<file path="src/hw/vic_regs.svh">
// offsets, vectors and reset values of the vectored interrupt controller
`ifndef VIC_REGS_SVH
`define VIC_REGS_SVH
`define OFF_STATUS_LOW   8'h00
`define OFF_STATUS_MID   8'h04
`define OFF_STATUS_HIGH  8'h08
`define OFF_MASK_LOW     8'h0C
`define OFF_MASK_HIGH    8'h10
`define OFF_CONTROL      8'h14
`define OFF_VECTOR       8'h18
`define CTRL_GIE_BIT     0
`define CTRL_WDT_EN_BIT  1
`define CTRL_ACTIVE_BIT  2
`define CTRL_CHANGE_BIT  3
`define STAT_CHANGE_BIT  5
`define VEC_RESET        16'h0000
`define VEC_WATCHDOG     16'h0003
`define VEC_EXT0         16'h0006
`define VEC_TICK         16'h0009
`define VEC_EXT1         16'h000F
`define VEC_TIMEBASE     16'h0012
`define VEC_SER_TX       16'h0015
`define VEC_SER_RX       16'h0018
`define VEC_SER_ERR      16'h001B
`define VEC_TIMER3       16'h0021
`define VEC_SPI          16'h0024
`define VEC_TIMER4       16'h0027
`define VEC_EXT3         16'h002A
`define VEC_CONV         16'h0030
`define VEC_TIMER2       16'h0033
`define VEC_EXT5         16'h0036
`define NUM_SOURCES      15
`define RESP_OKAY        2'h0
`define RESP_SLVERR      2'h2
`endif

</file>
<file path="src/hw/vic_pkg.sv">
// types of the vectored interrupt controller
package vic_pkg;
    typedef enum logic [1:0] {
        ST_IDLE  = 2'b00,
        ST_FETCH = 2'b01,
        ST_WAIT  = 2'b10
    } take_state_t;
endpackage

</file>
<file path="src/hw/prio_pick.sv">
// fixed priority picker, lowest index wins
`timescale 1ns/1ns
`default_nettype none
module prio_pick #(
    parameter int N = 15
) (
    // request vector
    input  wire logic [N-1:0] req,
    // winner
    output logic              any,
    output logic [3:0]        idx
);
    if (N < 1 || N > 16) begin : g_bad_width
        $error("prio_pick width out of range");
    end
    // smallest number first
    always_comb begin
        any = 1'b0;
        idx = 4'h0;
        for (int i = N - 1; i >= 0; i--) begin
            if (req[i]) begin
                any = 1'b1;
                idx = 4'(i);
            end
        end
    end
endmodule // prio_pick
`default_nettype wire

</file>
<file path="src/hw/flag_cell.sv">
// sticky request flag, set beats clear
`timescale 1ns/1ns
`default_nettype none
module flag_cell (
    // clock and reset
    input  wire logic clk_sys,
    input  wire logic rstn,
    // events
    input  wire logic set,
    input  wire logic clr,
    // flag
    output logic      flag
);
    always_ff @(posedge clk_sys) begin
        if (!rstn) begin
            flag <= 1'b0;
        end else if (set) begin
            flag <= 1'b1;
        end else if (clr) begin
            flag <= 1'b0;
        end
    end
endmodule // flag_cell
`default_nettype wire

</file>
<file path="src/hw/vectored_interrupt_controller.sv">
// vectored priority interrupt controller with axi4-lite registers
//
// Our own choices: the register addresses and the AXI4-Lite interface to the registers.
`timescale 1ns/1ns
`default_nettype none
`include "vic_regs.svh"
// Overview of operation
// fifteen sources, each with its own flag and fixed vector
// reset sends fetch to vector zero, top rank, no enable or flag
// watchdog sets its flag, vectors 0x0003, needs only its own enable
// ext0 to 0x0006, tick counter to 0x0009, need global and own enable
// ext1 to 0x000F, time base to 0x0012, need global and own enable
// serial tx 0x0015, rx 0x0018, error 0x001B, global and own enable
// timer3 0x0021, spi 0x0024, timer4 0x0027, global and own enable
// ext3 to 0x002A, conversion done to 0x0030, global and own enable
// timer2 to 0x0033, ext5 to 0x0036 lowest, global and own enable
// flags sit in three status registers, enables in two mask registers
// enable instruction sets global enable, disable instruction clears it
// taken request loads the program counter with its vector
// software clears the serviced flag before returning or re-enabling
// high status flags except input change set regardless of masks
// return instruction pops the address and sets global enable
// several pending enabled requests, smallest priority number first
// taking a request pushes return address and clears global enable
module vectored_interrupt_controller
    import vic_pkg::*;
#(
    parameter int NSRC = `NUM_SOURCES
) (
    // clock and reset
    input  wire logic        clk_sys,
    input  wire logic        rstn,
    // axi4-lite write address
    input  wire logic [7:0]  s_axi_awaddr,
    input  wire logic        s_axi_awvalid,
    output logic             s_axi_awready,
    // axi4-lite write data
    input  wire logic [31:0] s_axi_wdata,
    input  wire logic [3:0]  s_axi_wstrb,
    input  wire logic        s_axi_wvalid,
    output logic             s_axi_wready,
    // axi4-lite write response
    output logic [1:0]       s_axi_bresp,
    output logic             s_axi_bvalid,
    input  wire logic        s_axi_bready,
    // axi4-lite read address
    input  wire logic [7:0]  s_axi_araddr,
    input  wire logic        s_axi_arvalid,
    output logic             s_axi_arready,
    // axi4-lite read data
    output logic [31:0]      s_axi_rdata,
    output logic [1:0]       s_axi_rresp,
    output logic             s_axi_rvalid,
    input  wire logic        s_axi_rready,
    // source events, one-cycle pulses, priority order 1..15
    input  wire logic [14:0] src_event,
    input  wire logic        input_change_event,
    // core instruction events
    input  wire logic        global_enable_instr,
    input  wire logic        global_disable_instr,
    input  wire logic        return_and_enable_instr,
    input  wire logic        fetch_ready,
    // fetch redirect
    output logic             pc_load,
    output logic [15:0]      pc_vector,
    output logic             push_return,
    output logic             global_enable,
    output logic             irq_pending
);
    if (NSRC != `NUM_SOURCES) begin : g_bad_count
        $error("source count must be fifteen");
    end

    // vector table in priority order
    // fixed vectors
    localparam logic [15:0] VEC_TABLE [15] = '{
        `VEC_WATCHDOG,
        `VEC_EXT0,
        `VEC_TICK,
        `VEC_EXT1,
        `VEC_TIMEBASE,
        `VEC_SER_TX,
        `VEC_SER_RX,
        `VEC_SER_ERR,
        `VEC_TIMER3,
        `VEC_SPI,
        `VEC_TIMER4,
        `VEC_EXT3,
        `VEC_CONV,
        `VEC_TIMER2,
        `VEC_EXT5
    };

    logic [14:0]   flags;
    logic [14:0]   mask;
    logic          watchdog_enable_bit;
    logic          input_change_flag;
    logic          wdt_en_seen;
    take_state_t   state;
    take_state_t   next_state;
    logic [3:0]    taken_idx;

    // bus holding registers
    logic          aw_held;
    logic          w_held;
    logic [7:0]    aw_addr;
    logic [31:0]   w_data;
    logic [3:0]    w_strb;

    wire           wr_fire = aw_held && w_held && !s_axi_bvalid;
    wire           rd_fire = s_axi_arvalid && s_axi_arready;

    function automatic logic addr_hit(input logic [7:0] a, input logic [7:0] off);
        addr_hit = (a == off);
    endfunction

    // offsets that answer okay, shared by both channels
    function automatic logic known_offset(input logic [7:0] a);
        case (a)
            `OFF_STATUS_LOW,
            `OFF_STATUS_MID,
            `OFF_STATUS_HIGH,
            `OFF_MASK_LOW,
            `OFF_MASK_HIGH,
            `OFF_CONTROL,
            `OFF_VECTOR: known_offset = 1'b1;
            default:     known_offset = 1'b0;
        endcase
    endfunction

    wire           wr_st_low  = wr_fire && addr_hit(aw_addr, `OFF_STATUS_LOW);
    wire           wr_st_mid  = wr_fire && addr_hit(aw_addr, `OFF_STATUS_MID);
    wire           wr_st_high = wr_fire && addr_hit(aw_addr, `OFF_STATUS_HIGH);
    wire           wr_m_low   = wr_fire && addr_hit(aw_addr, `OFF_MASK_LOW);
    wire           wr_m_high  = wr_fire && addr_hit(aw_addr, `OFF_MASK_HIGH);
    wire           wr_ctrl    = wr_fire && addr_hit(aw_addr, `OFF_CONTROL);
    wire           wr_known   = wr_fire && known_offset(aw_addr);

    // flag clear: write one to clear, bytes low/mid/high hold 5 flags each
    // software clear path
    wire [14:0]    clr_vec = {
        (wr_st_high && w_strb[0]) ? w_data[4:0] : 5'h00,
        (wr_st_mid  && w_strb[0]) ? w_data[4:0] : 5'h00,
        (wr_st_low  && w_strb[0]) ? w_data[4:0] : 5'h00};

    // three status registers of flags
    // flags set whatever the masks
    // watchdog flag set by its event
    genvar g;
    generate
        for (g = 0; g < NSRC; g++) begin : g_flag
            flag_cell u_flag (
                .clk_sys (clk_sys),
                .rstn    (rstn),
                .set     (src_event[g]),
                .clr     (clr_vec[g]),
                .flag    (flags[g])
            );
        end
    endgenerate

    // input change flag only sets while the ext5 mask bit, mask[14], is on
    // input change exception
    flag_cell u_change (
        .clk_sys (clk_sys),
        .rstn    (rstn),
        .set     (input_change_event && mask[14]),
        .clr     (wr_st_high && w_strb[0] && w_data[`STAT_CHANGE_BIT]),
        .flag    (input_change_flag)
    );

    // qualification
    // watchdog needs only its own enable
    // ext0 and tick need global and own enable
    // ext1 and time base gated
    // serial sources gated
    // timers and spi gated
    // ext3 and conversion gated
    // timer2 and ext5 gated
    wire [14:0]    qualified = {flags[14:1] & mask[14:1] & {14{global_enable}},
                                flags[0] & watchdog_enable_bit};

    wire           pick_any;
    wire [3:0]     pick_idx;

    // smallest number first
    prio_pick #(.N(NSRC)) u_pick (
        .req (qualified),
        .any (pick_any),
        .idx (pick_idx)
    );

    // take and redirect strobes
    wire           take     = (state == ST_IDLE) && pick_any;
    wire           load_now = (state == ST_FETCH) && fetch_ready;

    // take sequence
    always_comb begin
        next_state = state;
        case (state)
            ST_IDLE:  next_state = pick_any ? ST_FETCH : ST_IDLE;
            ST_FETCH: next_state = fetch_ready ? ST_WAIT : ST_FETCH;
            ST_WAIT:  next_state = ST_IDLE;
            default:  next_state = ST_IDLE;
        endcase
    end

    always_ff @(posedge clk_sys) begin
        if (!rstn) begin
            state     <= ST_IDLE;
            taken_idx <= 4'h0;
        end else begin
            state <= next_state;
            if (take) begin
                taken_idx <= pick_idx;
            end
        end
    end

    // load pc with vector
    // push and disable
    // reset vectors to zero
    always_ff @(posedge clk_sys) begin
        if (!rstn) begin
            pc_load     <= 1'b1;
            pc_vector   <= `VEC_RESET;
            push_return <= 1'b0;
        end else begin
            pc_load     <= load_now;
            push_return <= load_now;
            if (load_now) begin
                pc_vector <= VEC_TABLE[taken_idx];
            end
        end
    end

    // global enable
    // enable and disable instr
    // return sets enable
    // taking clears enable
    always_ff @(posedge clk_sys) begin
        if (!rstn) begin
            global_enable <= 1'b0;
        end else if (take) begin
            global_enable <= 1'b0;
        end else if (global_enable_instr || return_and_enable_instr) begin
            global_enable <= 1'b1;
        end else if (global_disable_instr) begin
            global_enable <= 1'b0;
        end else if (wr_ctrl && w_strb[0]) begin
            global_enable <= w_data[`CTRL_GIE_BIT];
        end
    end

    // two mask registers
    always_ff @(posedge clk_sys) begin
        if (!rstn) begin
            mask                <= 15'h0000;
            watchdog_enable_bit <= 1'b0;
            wdt_en_seen         <= 1'b0;
            irq_pending         <= 1'b0;
        end else begin
            irq_pending <= pick_any;
            wdt_en_seen <= watchdog_enable_bit;
            if (wr_m_low && w_strb[0]) begin
                mask[7:1] <= w_data[7:1];
            end
            if (wr_m_high && w_strb[0]) begin
                mask[14:8] <= w_data[6:0];
            end
            if (wr_ctrl && w_strb[0]) begin
                watchdog_enable_bit <= w_data[`CTRL_WDT_EN_BIT];
            end
        end
    end

    // write channel
    always_ff @(posedge clk_sys) begin
        if (!rstn) begin
            aw_held       <= 1'b0;
            w_held        <= 1'b0;
            aw_addr       <= 8'h00;
            w_data        <= 32'h0000_0000;
            w_strb        <= 4'h0;
            s_axi_awready <= 1'b0;
            s_axi_wready  <= 1'b0;
            s_axi_bvalid  <= 1'b0;
            s_axi_bresp   <= `RESP_OKAY;
        end else begin
            s_axi_awready <= !aw_held && !s_axi_awready && !s_axi_bvalid;
            s_axi_wready  <= !w_held && !s_axi_wready && !s_axi_bvalid;
            if (s_axi_awvalid && s_axi_awready) begin
                aw_held <= 1'b1;
                aw_addr <= s_axi_awaddr;
                s_axi_awready <= 1'b0;
            end
            if (s_axi_wvalid && s_axi_wready) begin
                w_held <= 1'b1;
                w_data <= s_axi_wdata;
                w_strb <= s_axi_wstrb;
                s_axi_wready <= 1'b0;
            end
            if (wr_fire) begin
                aw_held      <= 1'b0;
                w_held       <= 1'b0;
                s_axi_bvalid <= 1'b1;
                s_axi_bresp  <= wr_known ? `RESP_OKAY : `RESP_SLVERR;
            end else if (s_axi_bvalid && s_axi_bready) begin
                s_axi_bvalid <= 1'b0;
            end
        end
    end

    // read decode
    wire [31:0]    ctrl_word = {28'h0000000, input_change_flag,
                                (state != ST_IDLE), wdt_en_seen, global_enable};
    wire [31:0]    rd_word =
        (s_axi_araddr == `OFF_STATUS_LOW)  ? {27'h0, flags[4:0]} :
        (s_axi_araddr == `OFF_STATUS_MID)  ? {27'h0, flags[9:5]} :
        (s_axi_araddr == `OFF_STATUS_HIGH) ? {26'h0, input_change_flag,
                                              flags[14:10]} :
        (s_axi_araddr == `OFF_MASK_LOW)    ? {24'h000000, mask[7:1], 1'b0} :
        (s_axi_araddr == `OFF_MASK_HIGH)   ? {25'h0, mask[14:8]} :
        (s_axi_araddr == `OFF_CONTROL)     ? ctrl_word :
        (s_axi_araddr == `OFF_VECTOR)      ? {16'h0000, pc_vector} : 32'h0000_0000;
    wire           rd_known = known_offset(s_axi_araddr);

    // read channel
    always_ff @(posedge clk_sys) begin
        if (!rstn) begin
            s_axi_arready <= 1'b0;
            s_axi_rvalid  <= 1'b0;
            s_axi_rdata   <= 32'h0000_0000;
            s_axi_rresp   <= `RESP_OKAY;
        end else begin
            s_axi_arready <= !s_axi_arready && !s_axi_rvalid && !rd_fire;
            if (rd_fire) begin
                s_axi_arready <= 1'b0;
                s_axi_rvalid  <= 1'b1;
                s_axi_rdata   <= rd_word;
                s_axi_rresp   <= rd_known ? `RESP_OKAY : `RESP_SLVERR;
            end else if (s_axi_rvalid && s_axi_rready) begin
                s_axi_rvalid <= 1'b0;
            end
        end
    end
endmodule // vectored_interrupt_controller
`default_nettype wire

</file>
<file path="config.mk">
export PLATFORM = sky130hd
export DESIGN_NAME = vectored_interrupt_controller
export DESIGN_NICKNAME = d
export VERILOG_FILES = /design/src/hw/vic_pkg.sv /design/src/hw/prio_pick.sv /design/src/hw/flag_cell.sv /design/src/hw/vectored_interrupt_controller.sv
export VERILOG_INCLUDE_DIRS = /design/src /design/src/hw
export SDC_FILE = /design/constraint.sdc
export NUM_CORES = 1
export LEC_CHECK = 0
export BUFFER_PORTS_ARGS = -buffer_cell sky130_fd_sc_hd__buf_2
export CAP_MARGIN = 25
export CORE_MARGIN = 8
export CORE_UTILIZATION = 45
export CTS_BUF_LIST = sky130_fd_sc_hd__clkbuf_16
export CTS_CLUSTER_SIZE = 16
export DETAILED_ROUTE_END_ITERATION = 16
export GPL_ROUTABILITY_DRIVEN = 1
export PLACE_DENSITY = 0.76
export SETUP_SLACK_MARGIN = 0.02
export SLEW_MARGIN = 40
export SYNTH_ARGS = -nofsm -noshare
export SYNTH_HDL_FRONTEND = slang
export SYNTH_SLANG_ARGS = --single-unit
</file>
<file path="constraint.sdc">
create_clock -name clk_sys -period 1.9 [get_ports clk_sys]
set_input_delay 0 -clock clk_sys [delete_from_list [all_inputs] [get_ports clk_sys]]
set_output_delay 0 -clock clk_sys [all_outputs]
set_load 0.005 [all_outputs]
</file>
# After elaboration in Yosys (flattened, before gate mapping)

Memories as Yosys holds them, arrays and structs flattened. A register that Yosys moved wholly into a read port is not among the register bits.
Cells that the tools add are included.

Flip-flop bits (word level): 102
Bits in read-only memories: 256
Output and inout port bits: 61
Logic and storage cells: 214
Memories: 1

Equal/unequal tests: 13
Muxes and demuxes: 86
Bitwise gates (word level): 5
Reductions and logical operators: 70

Memory list:

| memory          | depth | width | read ports | clocked after memory_dff | write ports | line                                 | RTL |
|---|---|---|---|---|---|---|---|
| (no name shown) | 16    | 16    | 1          | 1                        | 0           | vectored_interrupt_controller.sv:232 | `pc_vector <= VEC_TABLE[taken_idx];` |

Operator list:

| kind               | number |
|---|---|
| $mux 16            | 7 |
| $mux 4             | 15 |
| $mux 1             | 57 |
| $eq 8x5->1 const B | 6 |
| $reduce_bool 2->1  | 19 |
| $eq 8x4->1 const B | 4 |
| $logic_and 1x1->1  | 30 |
| $and 14x14->14     | 2 |
| $eq 8x3->1 const B | 2 |
| $logic_not 8->1    | 2 |
| $mux 5             | 3 |
| $reduce_or 7->1    | 2 |
| $reduce_or 2->1    | 5 |
| $logic_not 1->1    | 9 |
| $mux 2             | 3 |
| $not 4->5          | 1 |
| $pmux 2 s2         | 1 |
| $reduce_bool 3->1  | 1 |
| $eq 2x1->1 const B | 1 |
| $logic_not 2->1    | 1 |
| $and 1x1->1        | 1 |
| $logic_or 1x1->1   | 1 |
| $not 1->1          | 1 |

# Depth between registers and ports, before layout

Gate-level depths: netlist (run 1).

Depth after elaboration: 19
Mapped depth: 7
Mapped depth without buffers: 6

# Modules after synthesis

From an unflattened synthesis (run 1), not the netlist that was laid out.

Cell total of the unflattened synthesis: 479
Area, all modules: 4376.7 µm²

Modules (own cells, without submodules):

| module                        | instances | cells an instance | area each (µm²) | seq. area each (µm²) |
|---|---|---|---|---|
| vectored_interrupt_controller | 1         | 404               | 3555.9          | 1321.3 |
| flag_cell                     | 16        | 3                 | 41.3            | 20.0 |
| prio_pick                     | 1         | 27                | 160.2           | 0.0 |

# Least setup slack after synthesis (run 1)

OpenSTA, ideal clock, no wires.

Path type: flip-flop to flip-flop
From: register aw_addr[6]
To: register global_enable
Arrival time: 1.729 ns
Data required time: 1.778 ns
Path slack: 0.049 ns
Stages on the path, launching flop included: 6
Buffers on the path: 0
Cell sequence: dfxtp_1 or4_4 nor4_2 mux2i_1 nor2_1 o311a_1

Word-level cells in the longest chain between the ends: 4

Ends and longest elaborated chain:

| element                            | line                                 | RTL |
|---|---|---|
| start, declared                    | vectored_interrupt_controller.sv:106 | `logic [7:0] aw_addr;` |
| start signal, assigned             | vectored_interrupt_controller.sv:294 | `aw_addr <= s_axi_awaddr;` |
| $eq 8x5->1                         | vectored_interrupt_controller.sv:114 | `addr_hit = (a == off);` |
| $logic_and 1x1->1                  | vectored_interrupt_controller.sv:136 | `` wire wr_ctrl = wr_fire && addr_hit(aw_addr, `OFF_CONTROL); `` |
| $logic_and 1x1->1                  | vectored_interrupt_controller.sv:250 | `end else if (wr_ctrl && w_strb[0]) begin` |
| $reduce_bool 3->1 (no source line) | n/a                                  |  |
| end signal, assigned               | vectored_interrupt_controller.sv:251 | `` global_enable <= w_data[`CTRL_GIE_BIT]; `` |
| end, declared                      | vectored_interrupt_controller.sv:67  | `output logic global_enable,` |

No other way between the ends.
A chain may end at the register's enable or synchronous reset.

# Worst setup path in the final report (run 1)

From: register aw_addr[6]
To: register mask[5]

Word-level cells in the longest chain between the ends: 3

Ends and longest elaborated chain:

| element              | line                                 | RTL |
|---|---|---|
| $eq 8x4->1           | vectored_interrupt_controller.sv:114 |  |
| $logic_and 1x1->1    | vectored_interrupt_controller.sv:134 | `` wire wr_m_low = wr_fire && addr_hit(aw_addr, `OFF_MASK_LOW); `` |
| $logic_and 1x1->1    | vectored_interrupt_controller.sv:265 | `if (wr_m_low && w_strb[0]) begin` |
| end signal, assigned | vectored_interrupt_controller.sv:266 | `mask[7:1] <= w_data[7:1];` |
| end, declared        | vectored_interrupt_controller.sv:95  | `logic [14:0] mask;` |

No other way between the ends.

==> results of run 1 <==
[final cells by class]
class | count | area, sq um
inverter | 27 | 101
timing repair buffer | 152 | 1050
clock inverter | 7 | 86.3
tap | 108 | 135
clock buffer | 9 | 225
fill | 763 | 3380
sequential | 81 | 1620
multi-input combinational | 335 | 2070
[registers in the layout (all words and copies together) (netlist names), 2 cells and up]
register / cells
g_flag.u_flag.flag: 15
mask: 14
aw_addr: 8
s_axi_rdata: 8
w_data: 8
pc_vector: 6
taken_idx: 4
state: 2
[layer usage]
| metal | up-vias | GRT usage [%] |
|---|---|---|
| met1 | 1805 | 24.3 |
| met4 | 0 | 7.90 |
| met2 | 178 | 33.5 |
| li1 | 1894 | - |
| met5 | - | 0 |
| met3 | 22 | 3.60 |
[worst max-delay path, cell delays in order (launching register included)]
cell	delay, ps
dfxtp_1	310
or4_4	570
nor4_4	260
buf_4	170
nand4b_1	120
buf_6	180
mux2i_1	160
nor2_1	50
[worst max path at each step]
| stage | depth (start not counted) | to | startpoint | slack [ps] |
|---|---|---|---|---|
| after floorplan | 5 | global_enable | aw_addr[6] | 50 |
| after global placement | 5 | global_enable | aw_addr[6] | -20 |
| after detailed placement | 5 | global_enable | aw_addr[6] | -30 |
| after CTS | 7 | mask[7] | aw_addr[6] | -60 |
| after global routing | 7 | mask[5] | aw_addr[6] | -150 |
| final | 7 | mask[5] | aw_addr[6] | -50 |
[repair_timing]
action,in CTS,in global routing
buffers inserted,0,1
setup endpoints to repair,20,32
endpoints found under the hold margin,37,0
gates resized for setup,1,3
pin swaps,0,1
hold buffers,38,0
[power breakdown]
part,internal [mW],switching [mW]
clock,1.14,0.681
sequential,1.76,0.0578
combinational,0.204,0.224
total,3.10,0.963
[logic make-up after synthesis]
logic type               synth area share [%]
other                                  0.0938
AO/OA/AOI/OAI                            20.7
AND/OR/NAND/NOR                          18.4
flip-flops                               40.6
multiplexers                             7.26
buffers and inverters                    11.4
adder cells (fa/ha/maj)                  1.57
[metrics by stage]
step	utilization (%)	area (sq um)	power, mW	cells
after CTS	60.7	5260	4.08	718
after global placement	52.6	4570	2.20	664
after floorplan	-	4130	2.09	500
after global routing	61.0	5290	4.21	719
after detailed placement	52.6	4570	2.21	664
final	61.0	5290	4.06	719
[placed cells by master (no fill, tap or decap), types with 4 or more instances in the layout]
cell           count
dfxtp_1           81
buf_2             76
nand2_1           49
dlygate4sd3_1     38
buf_4             37
conb_1            36
a21oi_1           35
nor2_1            31
inv_1             27
o21ai_0           27
mux2i_1           20
a31oi_1           17
nand3_1           16
clkbuf_16          9
a22o_1             7
nand2b_1           6
nor2b_1            5
nor3_1             5
ha_1               5
or3_1              4
o21a_1             4
o221ai_1           4
==> out/results.ini, run 1 <==
[sta]
drv_slew=0
period_share_pct=103
layout_setup_ws_ps=-50.3
min_period_ps=1950
setup_tns_ps=-237
hold_viol=0
fin_worst_skew_ps=5.01
slew_headroom_pct=65.8
setup_viol=9
rsz0062_at_grt=yes
worst_pin_slew_ps=501
hold_ws_ps=10.2
timing.fmax_mhz=513

[routing]
wl_met3_um=920
via_per_inst=5.42
final_antenna_net_count=0
first_pass_iters=5
drc=0
drtIter0Drc=194
drt-total-wl_um=11600
dr.max_layer_used=met4
num_vias=3899
drt-met1-wl_um=4770
wl_met2_um=5690
routedWlPerCell_um=16.2

[die]
fp.dieH_um=110
rows=34
ioPinCount=140
die-width_um=110
dieArea_sq_um=12200
initial_core_util_pct=46.0
core-area_sq_um=8680

[grt]
antenna_found_initial=0
grt_usage_pct=19.8
gr-total-overflow=0
grt_max_degree=32
grt_pass1_wl_um=19000
grt_pass1_vias=3817

[synthesis]
synth_cell_types=63
synth_area_per_cell_sq_um=8.59
ys_top_cells_by_area=dfxtp_1 41%, buf_4 6.8%, mux2i_1 5.0%
yosys_warnings=0
ys_ff_latch=81
yosysMostFrequentCell=dfxtp_1
synthCells=465
ys_async_sr_fraction_pct=0
seq_area_frac_synth_pct=40.6
synth_top_area_cell=dfxtp_1
dominantRegCellSynth=dfxtp_1
synth_common_cells=81 x dfxtp_1, 49 x nand2_1, 36 x buf_4
netlist_area_sq_um=4000
synth_edf_count=0
yosysTopAreaCellShare_pct=40.6

[setup_path]
cp-start-kind=register
crit_type=reg2reg
worstSetupEndpointType=register
reg2regPathDepth=7
crit_arrival_ps=2150
worstReg2RegEnd=mask[5]
crit_fanout=7
cp.required_ps=2100
reg2reg_slack_ps=-50
r2r-start=aw_addr[6]

[job]
drv_cap=0

[placement]
io_buffer_count=76
dp_slack_ps=-25.4
gp_congestion=0.877
dp_hpwl_um=8530

[clock_network]
cts_inserted_buffers=9
clk_path_buf_depth=2
cts_tree=built
cts_sinks=81
clk_latency_ps=330
clockRootBuffer=clkbuf_16
htree_levels=3
clk_pin_slew_ps=60

[min_path]
hold_end=aw_addr[1]
min_from=s_axi_awvalid
worstHoldPathType=in2reg
hold_depth=3

[power]
ir_worst_vdd_uv=574
p_leak_nw=2.37
powerDensity_nw_per_um2=767

[cells_and_area]
syn2layout_area_growth_pct=32.5
layout-drive-gt1-share_pct=24.2
final_net_count=690
diodes=0

[status]
status=finished with violations
violations=setup timing

No activity file was read; power rests on OpenSTA's default activity.
==> run 2, diff against run 1 <==
GPL_TIMING_DRIVEN = 0   (was unset)
==> out/results.ini, run 2 (synthesized netlist as in run 1, its figures left out) <==
[power]
power_frac_comb_pct=11.3
ir_worst_vdd_uv=772
p_int_mw=3.15
powerDensity_nw_per_um2=761
p_clk_share_pct=44.8
power.switching_mw=1.03
p_leak_nw=2.43
seqPwrFrac_pct=44.0
switching_share_pct=24.6

[routing]
first_pass_iters=5
via_per_inst=5.36
num_vias=3968
drc=0
drt-total-wl_um=12500
final_antenna_net_count=0
routedWlPerCell_um=16.9
drtIter0Drc=249

[sta]
timing.fmax_mhz=494
hold_ws_ps=25.1
fin_worst_skew_ps=8.38
slew_headroom_pct=52.9
min_period_ps=2030
layout_setup_ws_ps=-126
drv_slew=0
setup_viol=30
rsz0062_at_grt=yes
period_share_pct=107
hold_viol=0
worst_pin_slew_ps=706

[cells_and_area]
layout-drive-gt1-share_pct=25.2
final_cell_mix=79 x dfxtp_1, 75 x buf_2, 49 x nand2_1
largest_register_ffs=15
final_util_pct=63.2
largestRegisters=g_flag.u_flag.flag (15), mask (14)
final_net_count=712
fill_cells=778
mostFrequentLayoutCell=dfxtp_1
syn2layout_area_growth_pct=37.2
diodes=0
top_register=g_flag.u_flag.flag

[setup_path]
slowest_delay_ps=560
crit_type=reg2reg
path_cells=or4_4 -> nor4_4 -> nand2b_4 -> nor3b_4 -> buf_6 -> a311oi_1
cp.required_ps=2120
worstSetupEndpointType=register
crit_fanout=4
cp_slowest_cell=or4_4
crit_arrival_ps=2240
cp-start-kind=register

[clock_network]
clk_latency_ps=340
clk_pin_slew_ps=60
cts_inserted_buffers=9
cts_tree=built
clk_path_buf_depth=2
htree_levels=3
cts_sinks=81
clockRootBuffer=clkbuf_16

[grt]
grt_pass1_vias=3929
grt_pass1_wl_um=19400
antenna_found_initial=0
grt_max_degree=15
grt_usage_pct=20.5
gr-total-overflow=0

[placement]
io_buffer_count=74
dp_hpwl_um=8940
gp_congestion=0.917

[min_path]
worstHoldPathType=in2reg

[die]
core-area_sq_um=8680
die-width_um=110
initial_core_util_pct=46.0
ioPinCount=140
rows=34
fp.dieH_um=110
dieArea_sq_um=12200

[status]
violations=setup timing
status=finished with violations

[job]
drv_cap=0

-- run 2: timing repair --
item                                    4_1_cts  5_1_grt
endpoints found under the setup margin       31       36
pin swaps                                     1       10
hold buffers                                 39        0
cloned                                        0        0
buffers inserted                              3        2
gates resized for setup                       8       12
hold endpoints to repair                     38        0
-- run 2: layout make-up --
type                    instances  area, sq um  area share [%]
repair buffers                118          806            14.7
flip-flops and latches         81         1620            29.6
well taps                     108          135            2.46
multi-input cells             335         2140            39.1
plain buffers                  56          357            6.50
clock inverters                 6         92.6            1.69
clock buffers                   9          225            4.11
inverters                      27          101            1.85
-- run 2: worst paths after layout --
| path | startpoint | to | slack [ps] | cells after the start |
|---|---|---|---|---|
| max | aw_addr[6] | u_change.flag | -130 | 6 |
| min | global_disable_instr | global_enable | 30 | 3 |
| max reg2reg | aw_addr[6] | u_change.flag | -130 | 6 |
| min reg2reg | s_axi_rvalid | s_axi_arready | 450 | 1 |
-- run 2: power by group through the flow --
stage / Clock [mW] / Combinational (mW) / Sequential [mW]
after floorplan: 0 / 0.253 / 1.84
after global routing: 1.95 / 0.520 / 1.84
after CTS: 1.89 / 0.452 / 1.83
after detailed placement: 0 / 0.387 / 1.86
after global placement: 0 / 0.379 / 1.86
final: 1.87 / 0.470 / 1.83
-- run 2: per-layer routing --
metal	part of all wire, %	GRT usage [%]
met1	42	24.5
met2	49	36.3
met3	7.3	3.84
met4	2.0	6.57
met5	0	0
-- run 2: critical path, delay by kind of cell, from the launching register on --
kind,cells,cell delay [ps]
buffers and inverters,1,160
AOI/OAI and AO/OA,1,90
and+or+nand+nor,4,1320
DFF,1,320
-- run 2: metrics by stage --
step	instances	worst slack, ps	area [sq um]	TNS [ps]	total power [mW]
final	740	-126	5480	-2000	4.17
after global routing	740	-194	5480	-4430	4.31
after CTS	739	-58.0	5410	-729	4.16
after detailed placement	682	-135	4630	-1670	2.25
after global placement	682	-103	4630	-1040	2.24
after floorplan	500	49.1	4130	0	2.09
